<file path="src/core/swd_consts.svh">
// Constants for the system clock watchdog
// What this block does
// - Thirty-bit free-running watchdog counter
// - Expiry raises interrupt or system reset
// - Counter halts in idle or stop
// - Counts slower in reduced clock mode
// - Timeout flag bit 3, software clears
// - Interrupt gated by enable bit 4
// - Reset cause flag bit 2 kept
// - Reset enable bit 1, default on
// - Restart strobe bit 0, lock open
// - Locked restart accepted but ignored
`ifndef SWD_CONSTS_SVH
`define SWD_CONSTS_SVH

`define SWD_ADDR_CLKCTL 8'h8E
`define SWD_ADDR_FLAGCTL 8'hD8
`define SWD_ADDR_XIEN 8'hE8
`define SWD_ADDR_STS 8'hF0
`define SWD_ADDR_MSK 8'hF1

`define SWD_CLKCTL_RST 8'hC7
`define SWD_FLAGCTL_RST 8'h02
`define SWD_RSTEN_RST 1'b1
`define SWD_TOIE_RST 1'b0

`define SWD_BIT_RESTART 0
`define SWD_BIT_RSTEN 1
`define SWD_BIT_CAUSE 2
`define SWD_BIT_TOFLAG 3
`define SWD_BIT_TOIE 4
`define SWD_BIT_SEL2 2
`define SWD_BIT_SEL0 6
`define SWD_BIT_SEL1 7

`define SWD_STS_TIMEOUT 0
`define SWD_STS_WDRST 1
`define SWD_STS_REFUSED 2
`define SWD_STS_W 3

`define SWD_CNT_W 30
`define SWD_SEL_W 3
`define SWD_SHIFT_MAX 5'h0E
`define SWD_SLOW_DIV 8'h40
`define SWD_PRE_W 8

`endif

</file>
<file path="src/core/swd_pkg.sv">
// Types shared by the system clock watchdog
package swd_pkg;

    typedef struct packed {
        logic idle;
        logic stop;
        logic reduced;
    } swd_pwr_t;

    typedef struct packed {
        logic [7:0] addr;
        logic [7:0] wdata;
        logic wr;
        logic rd;
    } swd_req_t;

endpackage

</file>
<file path="src/core/swd_watchdog.sv">
// System clock watchdog with register port and interrupt
`timescale 1ns/1ps
`default_nettype none
`include "swd_consts.svh"

module swd_watchdog (
    input wire logic clk,
    input wire logic rst,
    input wire logic ce,
    input wire swd_pkg::swd_pwr_t pwr,
    input wire logic lock_open,
    input wire swd_pkg::swd_req_t req,
    output logic [7:0] rdata,
    output logic wdt_irq,
    output logic irq,
    output logic sys_reset
);

    logic [`SWD_CNT_W-1:0] cnt_r;
    logic [`SWD_CNT_W-1:0] cnt_nxt;
    logic [`SWD_CNT_W-1:0] term;
    logic [`SWD_PRE_W-1:0] pre_r;
    logic [7:0] clkctl_r;
    logic toie_r;
    logic rsten_r;
    logic toflag_r;
    logic cause_r;
    logic [`SWD_STS_W-1:0] sts_r;
    logic [`SWD_STS_W-1:0] msk_r;
    logic [`SWD_STS_W-1:0] ev;
    logic [7:0] rdata_r;
    logic [7:0] rd_nxt;
    logic wdt_irq_r;
    logic irq_r;
    logic sys_reset_r;
    logic [`SWD_SEL_W-1:0] sel;
    logic [4:0] shift;
    logic tick;
    logic expire;
    logic wd_rst;
    logic wr_flagctl;
    logic restart_req;
    logic restart;
    logic refused;

    assign sel = {clkctl_r[`SWD_BIT_SEL2], clkctl_r[`SWD_BIT_SEL1],
        clkctl_r[`SWD_BIT_SEL0]};
    // Each select step adds two bits of interval, longest is full width
    assign shift = `SWD_SHIFT_MAX - {1'b0, sel, 1'b0};
    assign term = {`SWD_CNT_W{1'b1}} >> shift;

    // Counter runs off the core clock: no advance while it is gated
    assign tick = ce && !pwr.idle && !pwr.stop &&
        (!pwr.reduced || pre_r == `SWD_SLOW_DIV - 8'h01);
    assign expire = tick && cnt_r == term;
    assign wd_rst = expire && rsten_r;

    assign wr_flagctl = ce && req.wr && req.addr == `SWD_ADDR_FLAGCTL;
    assign restart_req = wr_flagctl && req.wdata[`SWD_BIT_RESTART];
    assign restart = restart_req && lock_open;
    assign refused = restart_req && !lock_open;

    // Prescaler that models the slowed core clock
    always_ff @(posedge clk or posedge rst) begin
        if (rst) begin
            pre_r <= '0;
        end else if (ce) begin
            if (!pwr.reduced || pwr.idle || pwr.stop) begin
                pre_r <= '0;
            end else if (pre_r == `SWD_SLOW_DIV - 8'h01) begin
                pre_r <= '0;
            end else begin
                pre_r <= pre_r + 8'h01;
            end
        end
    end

    always_comb begin
        cnt_nxt = cnt_r;
        if (restart || wd_rst) begin
            cnt_nxt = '0;
        end else if (expire) begin
            cnt_nxt = '0;
        end else if (tick) begin
            cnt_nxt = cnt_r + 30'h1;
        end
    end

    always_ff @(posedge clk or posedge rst) begin
        if (rst) begin
            cnt_r <= '0;
        end else if (ce) begin
            cnt_r <= cnt_nxt;
        end
    end

    // Watchdog reset reloads clock, reset enable and interrupt enable like a system reset; the status mask is kept
    always_ff @(posedge clk or posedge rst) begin
        if (rst) begin
            clkctl_r <= `SWD_CLKCTL_RST;
        end else if (ce) begin
            if (wd_rst) begin
                clkctl_r <= `SWD_CLKCTL_RST;
            end else if (req.wr && req.addr == `SWD_ADDR_CLKCTL) begin
                clkctl_r <= req.wdata;
            end
        end
    end

    always_ff @(posedge clk or posedge rst) begin
        if (rst) begin
            rsten_r <= `SWD_RSTEN_RST;
        end else if (ce) begin
            if (wd_rst) begin
                rsten_r <= `SWD_RSTEN_RST;
            end else if (wr_flagctl) begin
                rsten_r <= req.wdata[`SWD_BIT_RSTEN];
            end
        end
    end

    always_ff @(posedge clk or posedge rst) begin
        if (rst) begin
            toie_r <= `SWD_TOIE_RST;
        end else if (ce) begin
            if (wd_rst) begin
                toie_r <= `SWD_TOIE_RST;
            end else if (req.wr && req.addr == `SWD_ADDR_XIEN) begin
                toie_r <= req.wdata[`SWD_BIT_TOIE];
            end
        end
    end

    // Expiry wins over a software write in the same cycle
    always_ff @(posedge clk or posedge rst) begin
        if (rst) begin
            toflag_r <= 1'b0;
        end else if (ce) begin
            if (expire) begin
                toflag_r <= 1'b1;
            end else if (wr_flagctl) begin
                toflag_r <= req.wdata[`SWD_BIT_TOFLAG];
            end
        end
    end

    // The hard reset clears the cause flag, a flag register write loads it from bit 2, a watchdog reset sets it
    always_ff @(posedge clk or posedge rst) begin
        if (rst) begin
            cause_r <= 1'b0;
        end else if (ce) begin
            if (wd_rst) begin
                cause_r <= 1'b1;
            end else if (wr_flagctl) begin
                cause_r <= req.wdata[`SWD_BIT_CAUSE];
            end
        end
    end

    always_ff @(posedge clk or posedge rst) begin
        if (rst) begin
            sys_reset_r <= 1'b0;
        end else if (ce) begin
            sys_reset_r <= wd_rst;
        end
    end

    always_ff @(posedge clk or posedge rst) begin
        if (rst) begin
            wdt_irq_r <= 1'b0;
        end else if (ce) begin
            wdt_irq_r <= toflag_r && toie_r;
        end
    end

    assign ev[`SWD_STS_TIMEOUT] = expire;
    assign ev[`SWD_STS_WDRST] = wd_rst;
    assign ev[`SWD_STS_REFUSED] = refused;

    // Sticky status, write one to clear; a new event beats the clear
    genvar gi;
    generate
        for (gi = 0; gi < `SWD_STS_W; gi = gi + 1) begin : g_sts
            always_ff @(posedge clk or posedge rst) begin
                if (rst) begin
                    sts_r[gi] <= 1'b0;
                end else if (ce) begin
                    if (ev[gi]) begin
                        sts_r[gi] <= 1'b1;
                    end else if (req.wr && req.addr == `SWD_ADDR_STS &&
                            req.wdata[gi]) begin
                        sts_r[gi] <= 1'b0;
                    end
                end
            end
        end
    endgenerate

    always_ff @(posedge clk or posedge rst) begin
        if (rst) begin
            msk_r <= '0;
        end else if (ce && req.wr && req.addr == `SWD_ADDR_MSK) begin
            msk_r <= req.wdata[`SWD_STS_W-1:0];
        end
    end

    always_ff @(posedge clk or posedge rst) begin
        if (rst) begin
            irq_r <= 1'b0;
        end else if (ce) begin
            irq_r <= |(sts_r & msk_r);
        end
    end

    // Restart bit always reads zero, it holds no state
    always_comb begin
        rd_nxt = 8'h00;
        case (req.addr)
            `SWD_ADDR_CLKCTL: begin
                rd_nxt = clkctl_r;
            end
            `SWD_ADDR_FLAGCTL: begin
                rd_nxt = {4'h0, toflag_r, cause_r, rsten_r, 1'b0};
            end
            `SWD_ADDR_XIEN: begin
                rd_nxt = {3'h0, toie_r, 4'h0};
            end
            `SWD_ADDR_STS: begin
                rd_nxt = {5'h00, sts_r};
            end
            `SWD_ADDR_MSK: begin
                rd_nxt = {5'h00, msk_r};
            end
            default: begin
                rd_nxt = 8'h00;
            end
        endcase
    end

    always_ff @(posedge clk or posedge rst) begin
        if (rst) begin
            rdata_r <= 8'h00;
        end else if (ce) begin
            rdata_r <= req.rd ? rd_nxt : 8'h00;
        end
    end

    assign rdata = rdata_r;
    assign wdt_irq = wdt_irq_r;
    assign irq = irq_r;
    assign sys_reset = sys_reset_r;
endmodule
`default_nettype wire

</file>
<file path="config.mk">
export PLATFORM = sky130hd
export DESIGN_NAME = swd_watchdog
export DESIGN_NICKNAME = d
export VERILOG_FILES = /design/src/core/swd_pkg.sv /design/src/core/swd_watchdog.sv
export VERILOG_INCLUDE_DIRS = /design/src /design/src/core
export SDC_FILE = /design/constraint.sdc
export NUM_CORES = 1
export LEC_CHECK = 0
export ABC_AREA = 1
export BUFFER_PORTS_ARGS = -buffer_cell sky130_fd_sc_hd__buf_2
export CORE_AREA = 2 2 90 92
export DETAILED_ROUTE_END_ITERATION = 10
export DIE_AREA = 0 0 92 94
export HOLD_SLACK_MARGIN = 0.02
export MAX_ROUTING_LAYER = met4
export PLACE_DENSITY_LB_ADDON = 0.05
export SLEW_MARGIN = 25
export SYNTH_ARGS = -nofsm -noshare
export SYNTH_HDL_FRONTEND = slang
export SYNTH_SLANG_ARGS = --single-unit
</file>
<file path="constraint.sdc">
create_clock -name clk -period 2.05 [get_ports clk]
set_input_delay 0.1025 -clock clk [delete_from_list [all_inputs] [get_ports clk]]
set_output_delay 0.1025 -clock clk [all_outputs]
set_load 0.01 [all_outputs]
</file>
# Yosys cells after proc, flatten, opt, wreduce, memory -nomap -nowiden

Index checks and enable logic that the tools add are counted.

Register bits after elaboration: 67
Input bits: 25
Output and inout port bits: 11
Logic and storage cells: 93

$add $sub $neg: 3
Equal/unequal tests: 7
Shift-type cells: 1
Multiplexer cells: 23
Bitwise operators: 1
Reductions and logical operators: 43

Operator list:

| operator                                           | number |
|---|---|
| two-way mux 30 bit                                 | 3 |
| == test 8 bit, second input constant               | 5 |
| two-way mux 8 bit                                  | 5 |
| one-hot mux 8 bit (5 select lines)                 | 1 |
| adder 30 x 1 -> 30 bit, second input constant      | 1 |
| == test 30 bit                                     | 1 |
| right shift 30 x 5 -> 30 bit, first input constant | 1 |
| logical AND 1 bit                                  | 18 |
| AND reduction 2 bit                                | 8 |
| two-way mux 1 bit                                  | 14 |
| nonzero test 2 bit                                 | 7 |
| adder 8 x 1 -> 8 bit, second input constant        | 1 |
| == test 8 x 6 -> 1 bit, second input constant      | 1 |
| subtractor 4 x 4 -> 5 bit, first input constant    | 1 |
| zero test 1 bit                                    | 4 |
| logical OR 1 bit                                   | 4 |
| AND 3 bit                                          | 1 |
| nonzero test 3 bit                                 | 1 |
| OR reduction 3 bit                                 | 1 |

# Logic depth before layout (Yosys ltp)

Gate-level depths: netlist of the first run.

Depth in word-level cells: 9
Depth in mapped cells: 12
Depth with buffers taken out: 11

# Worst setup path after synthesis of the first run

Ideal clock, no wire load.

Path type: reg-to-reg
From: reg pre_r[0]
To: reg cnt_r[6]
Setup time: 0.119 ns
Arrival time: 1.515 ns
Data required time: 1.931 ns
Path slack: 0.416 ns
Cell stages (with the launch flop): 12
Buffers on the path: 2
Period minus slack after synthesis: 1.634 ns
Path through: dfrtp_1 ha_1 nand3_1 nor2_1 nand2_1 nand2_1 nand2_1 nand2_4 buf_12 buf_12 a21oi_1 nor2_1

Longest elaborated chain between the ends: 8
Elaborated cells on any way between the ends: 10
Those cells by class: eq/ne: 1; mux: 2; reduce/logical: 7

Ends and longest elaborated chain:

| element                       | RTL line           | text |
|---|---|---|
| start: declaration            | swd_watchdog.sv:22 | `` logic [`SWD_PRE_W-1:0] pre_r; `` |
| start signal: assignment      | swd_watchdog.sv:73 | `pre_r <= pre_r + 8'h01;` |
| == test 8 x 6 -> 1 bit (*)    | swd_watchdog.sv:54 | `` (!pwr.reduced \|\| pre_r == `SWD_SLOW_DIV - 8'h01); `` |
| logical OR 1 bit (*)          | swd_watchdog.sv:54 |  |
| logical AND 1 bit (*)         | swd_watchdog.sv:53 | `assign tick = ce && !pwr.idle && !pwr.stop &&` |
| logical AND 1 bit             | swd_watchdog.sv:55 | `assign expire = tick && cnt_r == term;` |
| logical AND 1 bit             | swd_watchdog.sv:56 | `assign wd_rst = expire && rsten_r;` |
| logical OR 1 bit              | swd_watchdog.sv:80 | `if (restart \|\| wd_rst) begin` |
| nonzero test 3 bit (no line)  | n/a                |  |
| AND reduction 2 bit (no line) | n/a                |  |
| end signal: assignment        | swd_watchdog.sv:93 | `cnt_r <= cnt_nxt;` |
| end: declaration              | swd_watchdog.sv:19 | `` logic [`SWD_CNT_W-1:0] cnt_r; `` |

Mark *: on every way between the ends. The rest lies on a longest branch, timed or not.
A chain may end at the register's enable or synchronous reset.

# Final worst setup path of the first run

From: reg cnt_r[0]
To: reg clkctl_r[1]

Longest elaborated chain between the ends: 5
Elaborated cells on any way between the ends: 6
Those cells by class: eq/ne: 1; mux: 1; reduce/logical: 4

Ends and longest elaborated chain:

| element                       | RTL line            | text |
|---|---|---|
| == test 30 bit (*)            | swd_watchdog.sv:55  |  |
| logical AND 1 bit (*)         | swd_watchdog.sv:55  |  |
| logical AND 1 bit (*)         | swd_watchdog.sv:56  |  |
| nonzero test 2 bit (no line)  | n/a                 |  |
| AND reduction 2 bit (no line) | n/a                 |  |
| end signal: assignment        | swd_watchdog.sv:100 | `` clkctl_r <= `SWD_CLKCTL_RST; `` |
| end signal: assignment        | swd_watchdog.sv:103 | `` clkctl_r <= `SWD_CLKCTL_RST; `` |
| end signal: assignment        | swd_watchdog.sv:105 | `clkctl_r <= req.wdata;` |
| end: declaration              | swd_watchdog.sv:23  | `logic [7:0] clkctl_r;` |

Marked as above.

==> run metrics, run 1 <==
DP HPWL=6998 um; Num CTS Buffers=9; PortBufs=35; number of inserted diodes=0; CTS tree=built; Min Clock Period, post-route=1832 ps; layout cell share with drive strength beyond 1=0.1613; Clock transition at path regs=80 ps; Synth area leader=dfrtp_1; residual DRC count=0; CTS root buffer=clkbuf_8; Worst setup EP type=register; CORE AREA=7607 sq um; die area=8648 sq um; Avg Cell Area, Syn=6.944 sq um; Critical Path RT=2350 ps; Worst Setup SP=cnt_r[0]; Ys Warns=0; Reg-to-Reg Start=cnt_r[0]; period utilization=0.8938; initial antenna violation count=0; Final Skew=11.25 ps; Ports=36; routed wire length=9632 um; first-pass GRT wire length=16,390 um; Clock Latency Late Sink=360 ps; Chip Width=92 um; fin nets=673; Layout area overhead=15.35%; maxcap violations=0; FF+latch count, synth=67; worst-case reg-to-reg path depth=12; post-synth top area share=0.3707; Via Count=3,864; fin. max-slew vios=0; status=finished clean; crit path kind=register to register; final hold violations=0; setup TNS=0 ps; clock sinks=67; largest net degree at the start of global routing=50; Lkg Pwr=2.642 nW; Die Ht=94 um; reg2reg end=clkctl_r[1]; Overflow after GRT=0; Main synth FF type=dfrtp_1; Post-Layout Cell Count=753; fmax=0.5458 GHz; RePlAce Congestion=0.9023; clock buffer depth=2; Hold Crit Class=input pin to register; Seq/Total Area, Yosys=0.4090; mapped cell area=4118 sq um; Post-synth ARST share=1.000; RSZ-0062 raised after global routing=false; most frequent cell after synthesis=nand2_1; Placed Instances=726; actual slew at the worst max-slew pin=433.6 ps; Mapped Cells=593; end point of the critical path=clkctl_r[1]; Synth area leaders=dfrtp_1 (37%), nand2_1 (19%), nand3_1 (7.3%); Peak VDD IR=0.4012 mV; ANT nets after route=0; PwrDens=670.8 nW/um^2; CP Max Fanout=15; Tot GR Track Use=0.2441; vias in the first global route=3,570; Post-synth top cells=nand2_1 (203), nor2_1 (70), inv_1 (69), dfrtp_1 (61), nand3_1 (60); Via density=5.131; DRT Pass-1 Iters=5; syn nets=620; R2R Setup Slk=220 ps; Worst Path Arrival=2130 ps; Startpoint Class=register; DRT iter0 DRCs=231; final setup fails=0; Initial Util=0.5413; Site Rows=32; htree depth=3; Post-synth EDFFs=0; post-DR wirelength/cell=12.79 um; Cell variety after synth=36; slew margin rel.=0.7105
-- worst min-delay path by stage --
stage	from	end	slack [ps]	cells after the start
final	req[5]	toflag_r	40	3
after global routing	req[5]	toflag_r	40	3
after CTS	req[5]	toflag_r	30	3
after detailed placement	rst	cnt_r[29]	130	2
after global placement	rst	cnt_r[29]	130	2
after floorplan	lock_open	sts_r[2]	200	1
-- worst max-delay path, stage by stage, from the launching register on --
cell and delay, ps:
dfrtp_1 390, ha_1 210, nand2_1 130, nor2_2 190, nand2_2 100, nor2_2 110
nand2_1 70, nor2_2 140, nand3_2 110, buf_12 170, nand3_1 60, nand2_1 60
inv_1 50
-- area by class of cell --
cell class	instances	area, sq um
Clock inverter	6	111.4
Clock buffer	10	137.6
Tap cell	102	127.6
Fill cell	716	2858
Inverter	79	296.5
Multi-Input combinational cell	436	2007
Sequential cell	67	1684
Timing Repair Buffer	53	385.4
-- metal layers --
| layer | vias to the layer above | wire length, um | GRT usage |
|---|---|---|---|
| met3 | 13 | 363 | 0.03612 |
| met2 | 71 | 4603 | 0.3940 |
| met4 | 0 | 156 | 0.08831 |
| met5 | - | 0 | - |
| li1 | 1981 | - | - |
| met1 | 1799 | 4510 | 0.3167 |
-- state kept, by name, indices dropped and copies added (netlist names) --
| signal | count |
|---|---|
| clkctl_r | 8 |
| msk_r | 3 |
| rdata | 8 |
| toflag_r | 1 |
| pre_r | 8 |
| wdt_irq | 1 |
| cause_r | 1 |
| irq | 1 |
| sys_reset | 1 |
| toie_r | 1 |
| cnt_r | 30 |
| rsten_r | 1 |
| sts_r | 3 |
-- per-stage QoR --
stage                     hold WS (ps)  power [mW]    util  area, sq um  setup WS (ps)
after floorplan                  197.2       1.688       -         4118          274.3
after global placement           127.2       1.795  0.5786         4402          178.1
after detailed placement         134.4       1.804  0.5786         4402          134.2
after CTS                        28.72       3.204  0.6179         4701          84.66
after global routing             43.23       3.329  0.6243         4750          6.469
final                            37.83       3.186  0.6243         4750          217.8
-- cells by family (layout without fill, tap and decap cells) --
group                      count (synthesis)  after routing  synth area share
AOI/OAI and AO/OA                         46             46           0.06168
buffers and inverters                     91            148            0.1063
and+or+nand+nor                          386            387            0.4148
adders and majority gates                  2              2          0.006076
xor gates and xnor gates                   1              1          0.002127
DFF                                       67             67            0.4090
-- where the power goes --
| part | leakage [nW] | switching, mW | internal (mW) |
|---|---|---|---|
| combinational | 1.74 | 0.217 | 0.135 |
| clock | 0.123 | 0.543 | 0.843 |
| sequential | 0.779 | 0.0589 | 1.39 |
-- cells in the final DEF, fill, tap and decap left out, types with 6 or more instances in the layout --
master	count
nand2_1	201
nor2_1	70
inv_1	67
dfrtp_1	61
nand3_1	60
buf_2	35
o21ai_0	24
nand4_1	14
nor3_1	12
inv_2	11
a21oi_1	10
clkbuf_8	10
buf_4	8
nor2_2	7
dfstp_2	6
-- what timing repair did --
item                                   4_1_cts  5_1_grt
endpoints found under the hold margin       22        0
setup endpoints to repair                    0       30
gates resized for setup                      0        3
hold buffers                                 5        0
buffers inserted                             0        5
No activity file was read; power rests on OpenSTA's default activity.
==> inputs of run 2 (changes only) <==
--- a/config.mk
+++ b/config.mk
@@ -7,13 +7,13 @@
 export NUM_CORES = 1
 export LEC_CHECK = 0
 export ABC_AREA = 1
-export BUFFER_PORTS_ARGS = -buffer_cell sky130_fd_sc_hd__buf_2
+export BUFFER_PORTS_ARGS = -buffer_cell sky130_fd_sc_hd__clkbuf_2
 export CORE_AREA = 2 2 90 92
 export DETAILED_ROUTE_END_ITERATION = 10
 export DIE_AREA = 0 0 92 94
 export HOLD_SLACK_MARGIN = 0.02
 export MAX_ROUTING_LAYER = met4
-export PLACE_DENSITY_LB_ADDON = 0.05
+export PLACE_DENSITY = 0.7
 export SLEW_MARGIN = 25
 export SYNTH_ARGS = -nofsm -noshare
 export SYNTH_HDL_FRONTEND = slang
==> run metrics, run 2 (same netlist as run 1, synthesis figures left out) <==
layout cell share with drive strength beyond 1=0.1491 (was 0.1613); largest register by flop count=cnt_r (unchanged); DRT Pass-1 Iters=5 (unchanged); die area=8648 sq um (unchanged); RePlAce Congestion=0.8862 (was 0.9023); fin worst setup slack=181.1 ps (was 217.8 ps); setup TNS=0 ps (unchanged); crit path kind=register to register (unchanged); Overflow after GRT=0 (unchanged); Die Ht=94 um (unchanged); Initial Util=0.5413 (unchanged); DP HPWL=7060 um (was 6998 um); final hold violations=0 (unchanged); period utilization=0.9116 (was 0.8938); Num CTS Buffers=9 (unchanged); DRT iter0 DRCs=195 (was 231); Hold Crit Class=input pin to register (unchanged); CORE AREA=7607 sq um (unchanged); vias in the first global route=3,580 (was 3,570); PortBufs=35 (unchanged); max FFs per register=30 (unchanged); first-pass GRT wire length=16,260 um (was 16,390 um); Chip Width=92 um (unchanged); post-DR wirelength/cell=12.80 um (was 12.79 um); Crit-path slowest cell=dfrtp_1 (unchanged); clock sinks=67 (unchanged); Tot GR Track Use=0.2415 (was 0.2441); CTS tree=built (unchanged); Clock Latency Late Sink=350 ps (was 360 ps); placed cell areas=4382 sq um (was 4402 sq um); slowest stage delay, CP=380 ps (was 390 ps); Fill cells=711 (was 716); CP Max Fanout=15 (unchanged); CTS root buffer=clkbuf_8 (unchanged); status=finished clean (unchanged); RSZ-0062 raised after global routing=false (unchanged); Finished Cell Area=4686 sq um (was 4750 sq um); Final Skew=14.24 ps (was 11.25 ps); fin nets=666 (was 673); CP delay by family, top=simple AND/OR/NAND/NOR gates (unchanged); initial antenna violation count=0 (unchanged); most frequent cells in the layout=nand2_1 (201), nor2_1 (70), inv_1 (68), dfrtp_1 (61), nand3_1 (60) (was nand2_1 (201), nor2_1 (70), inv_1 (67), dfrtp_1 (61), nand3_1 (60)); fmax=0.5351 GHz (was 0.5458 GHz); Multi-input gate area=2007 sq um (unchanged); Layout area overhead=13.80% (was 15.35%); Ports=36 (unchanged); Final Util=0.6160 (was 0.6243); PwrDens=670.3 nW/um^2 (was 670.8 nW/um^2); Clock transition at path regs=80 ps (about the same); worst-path cell chain=ha_1 > nand2_1 > nor2_2 > nand2_2 > nor2_2 > nand2_1 > nor2_2 > nand3_2 > buf_4 > nand3_1 > nand2_1 > inv_1 (was ha_1 > nand2_1 > nor2_2 > nand2_2 > nor2_2 > nand2_1 > nor2_2 > nand3_2 > buf_12 > nand3_1 > nand2_1 > inv_1); Via density=5.245 (was 5.131); Peak VDD IR=0.3944 mV (was 0.4012 mV); Startpoint Class=register (unchanged); Critical Path RT=2340 ps (was 2350 ps); WP buf/inv=2 (unchanged); Lkg Pwr=2.605 nW (was 2.642 nW); fin. max-slew vios=0 (unchanged); slew margin rel.=0.6991 (was 0.7105); Min Clock Period, post-route=1869 ps (was 1832 ps); worst slack, placed=196.5 ps (was 134.2 ps); register area=1684 sq um (unchanged); residual DRC count=0 (unchanged); maxcap violations=0 (unchanged); routed wire length=9551 um (was 9632 um); Worst setup EP type=register (unchanged); htree depth=3 (unchanged); largest net degree at the start of global routing=38 (was 50); clock buffer depth=2 (unchanged); commonest non-fill, non-tap cell in the layout=nand2_1 (unchanged); actual slew at the worst max-slew pin=447.2 ps (was 433.6 ps); number of inserted diodes=0 (unchanged); Site Rows=32 (unchanged); Via Count=3,913 (was 3,864); ANT nets after route=0 (unchanged); Worst Path Arrival=2160 ps (was 2130 ps); final setup fails=0 (unchanged); hold slack=45.30 ps (was 37.83 ps)
[run 2: changes by cell type in the layout (fill, tap and decap cells not counted)]
cell,delta
nor3_2,-1
nand2_2,-1
nor3_4,+1
clkbuf_1,+1
inv_1,+1
buf_12,-1
inv_2,-1
clkinv_4,+2
clkinv_2,-1
buf_2,-35
clkbuf_2,+35
buf_4,-5
inv_6,-1
clkbuf_8,-1
[run 2: final cells by class]
| cell class | count | area share |
|---|---|---|
| multi-input cells | 435 | 0.4283 |
| flip-flops and latches | 67 | 0.3594 |
| repair buffers | 47 | 0.06996 |
| inverters | 79 | 0.06328 |
| clock buffers | 10 | 0.02724 |
| well taps | 102 | 0.02724 |
| clock inverters | 6 | 0.02457 |
[run 2: per-stage QoR]
stage / instances / total power [mW]
2_1_floorplan: 593 / 1.688
3_3_place_gp: 725 / 1.778
3_5_place_dp: 725 / 1.793
4_1_cts: 746 / 3.144
5_1_grt: 746 / 3.261
6_report: 746 / 3.141
[run 2: per-layer routing]
metal  global-route usage  wire (um)
met5                    -          0
met4              0.07214        122
met3              0.03130        473
met1               0.3069       4315
met2               0.4081       4640
[run 2: final timing paths]
path | startpoint | to | slack [ps] | cells past startpoint
setup / recovery | cnt_r[1] | clkctl_r[2] | 180 | 12
max in group asynchronous | rst | clkctl_r[1] | 1160 | 4
hold reg to reg | wdt_irq | wdt_irq | 490 | 2
hold / removal | req[5] | toflag_r | 50 | 3
min in group asynchronous | rst | pre_r[7] | 280 | 3
setup reg to reg | cnt_r[1] | clkctl_r[2] | 180 | 12
[run 2: what timing repair did]
action	in CTS	in global routing
resized for setup	0	3
hold buffers	5	0
buffers inserted	0	0
endpoints found under the hold margin	20	0
endpoints found under the setup margin	0	22
[run 2: power by group]
part | internal (mW) | switching [mW] | leakage [nW]
combinational | 0.121 | 0.212 | 1.71
sequential | 1.39 | 0.0574 | 0.779
clock | 0.813 | 0.549 | 0.117
total | 2.32 | 0.819 | 2.60
[run 2: worst min-delay path, delay by kind of cell]
family	cells	cell delay [ps]
and+or+nand+nor	1	60
buffers and inverters	1	110
AOI/OAI and AO/OA	1	80
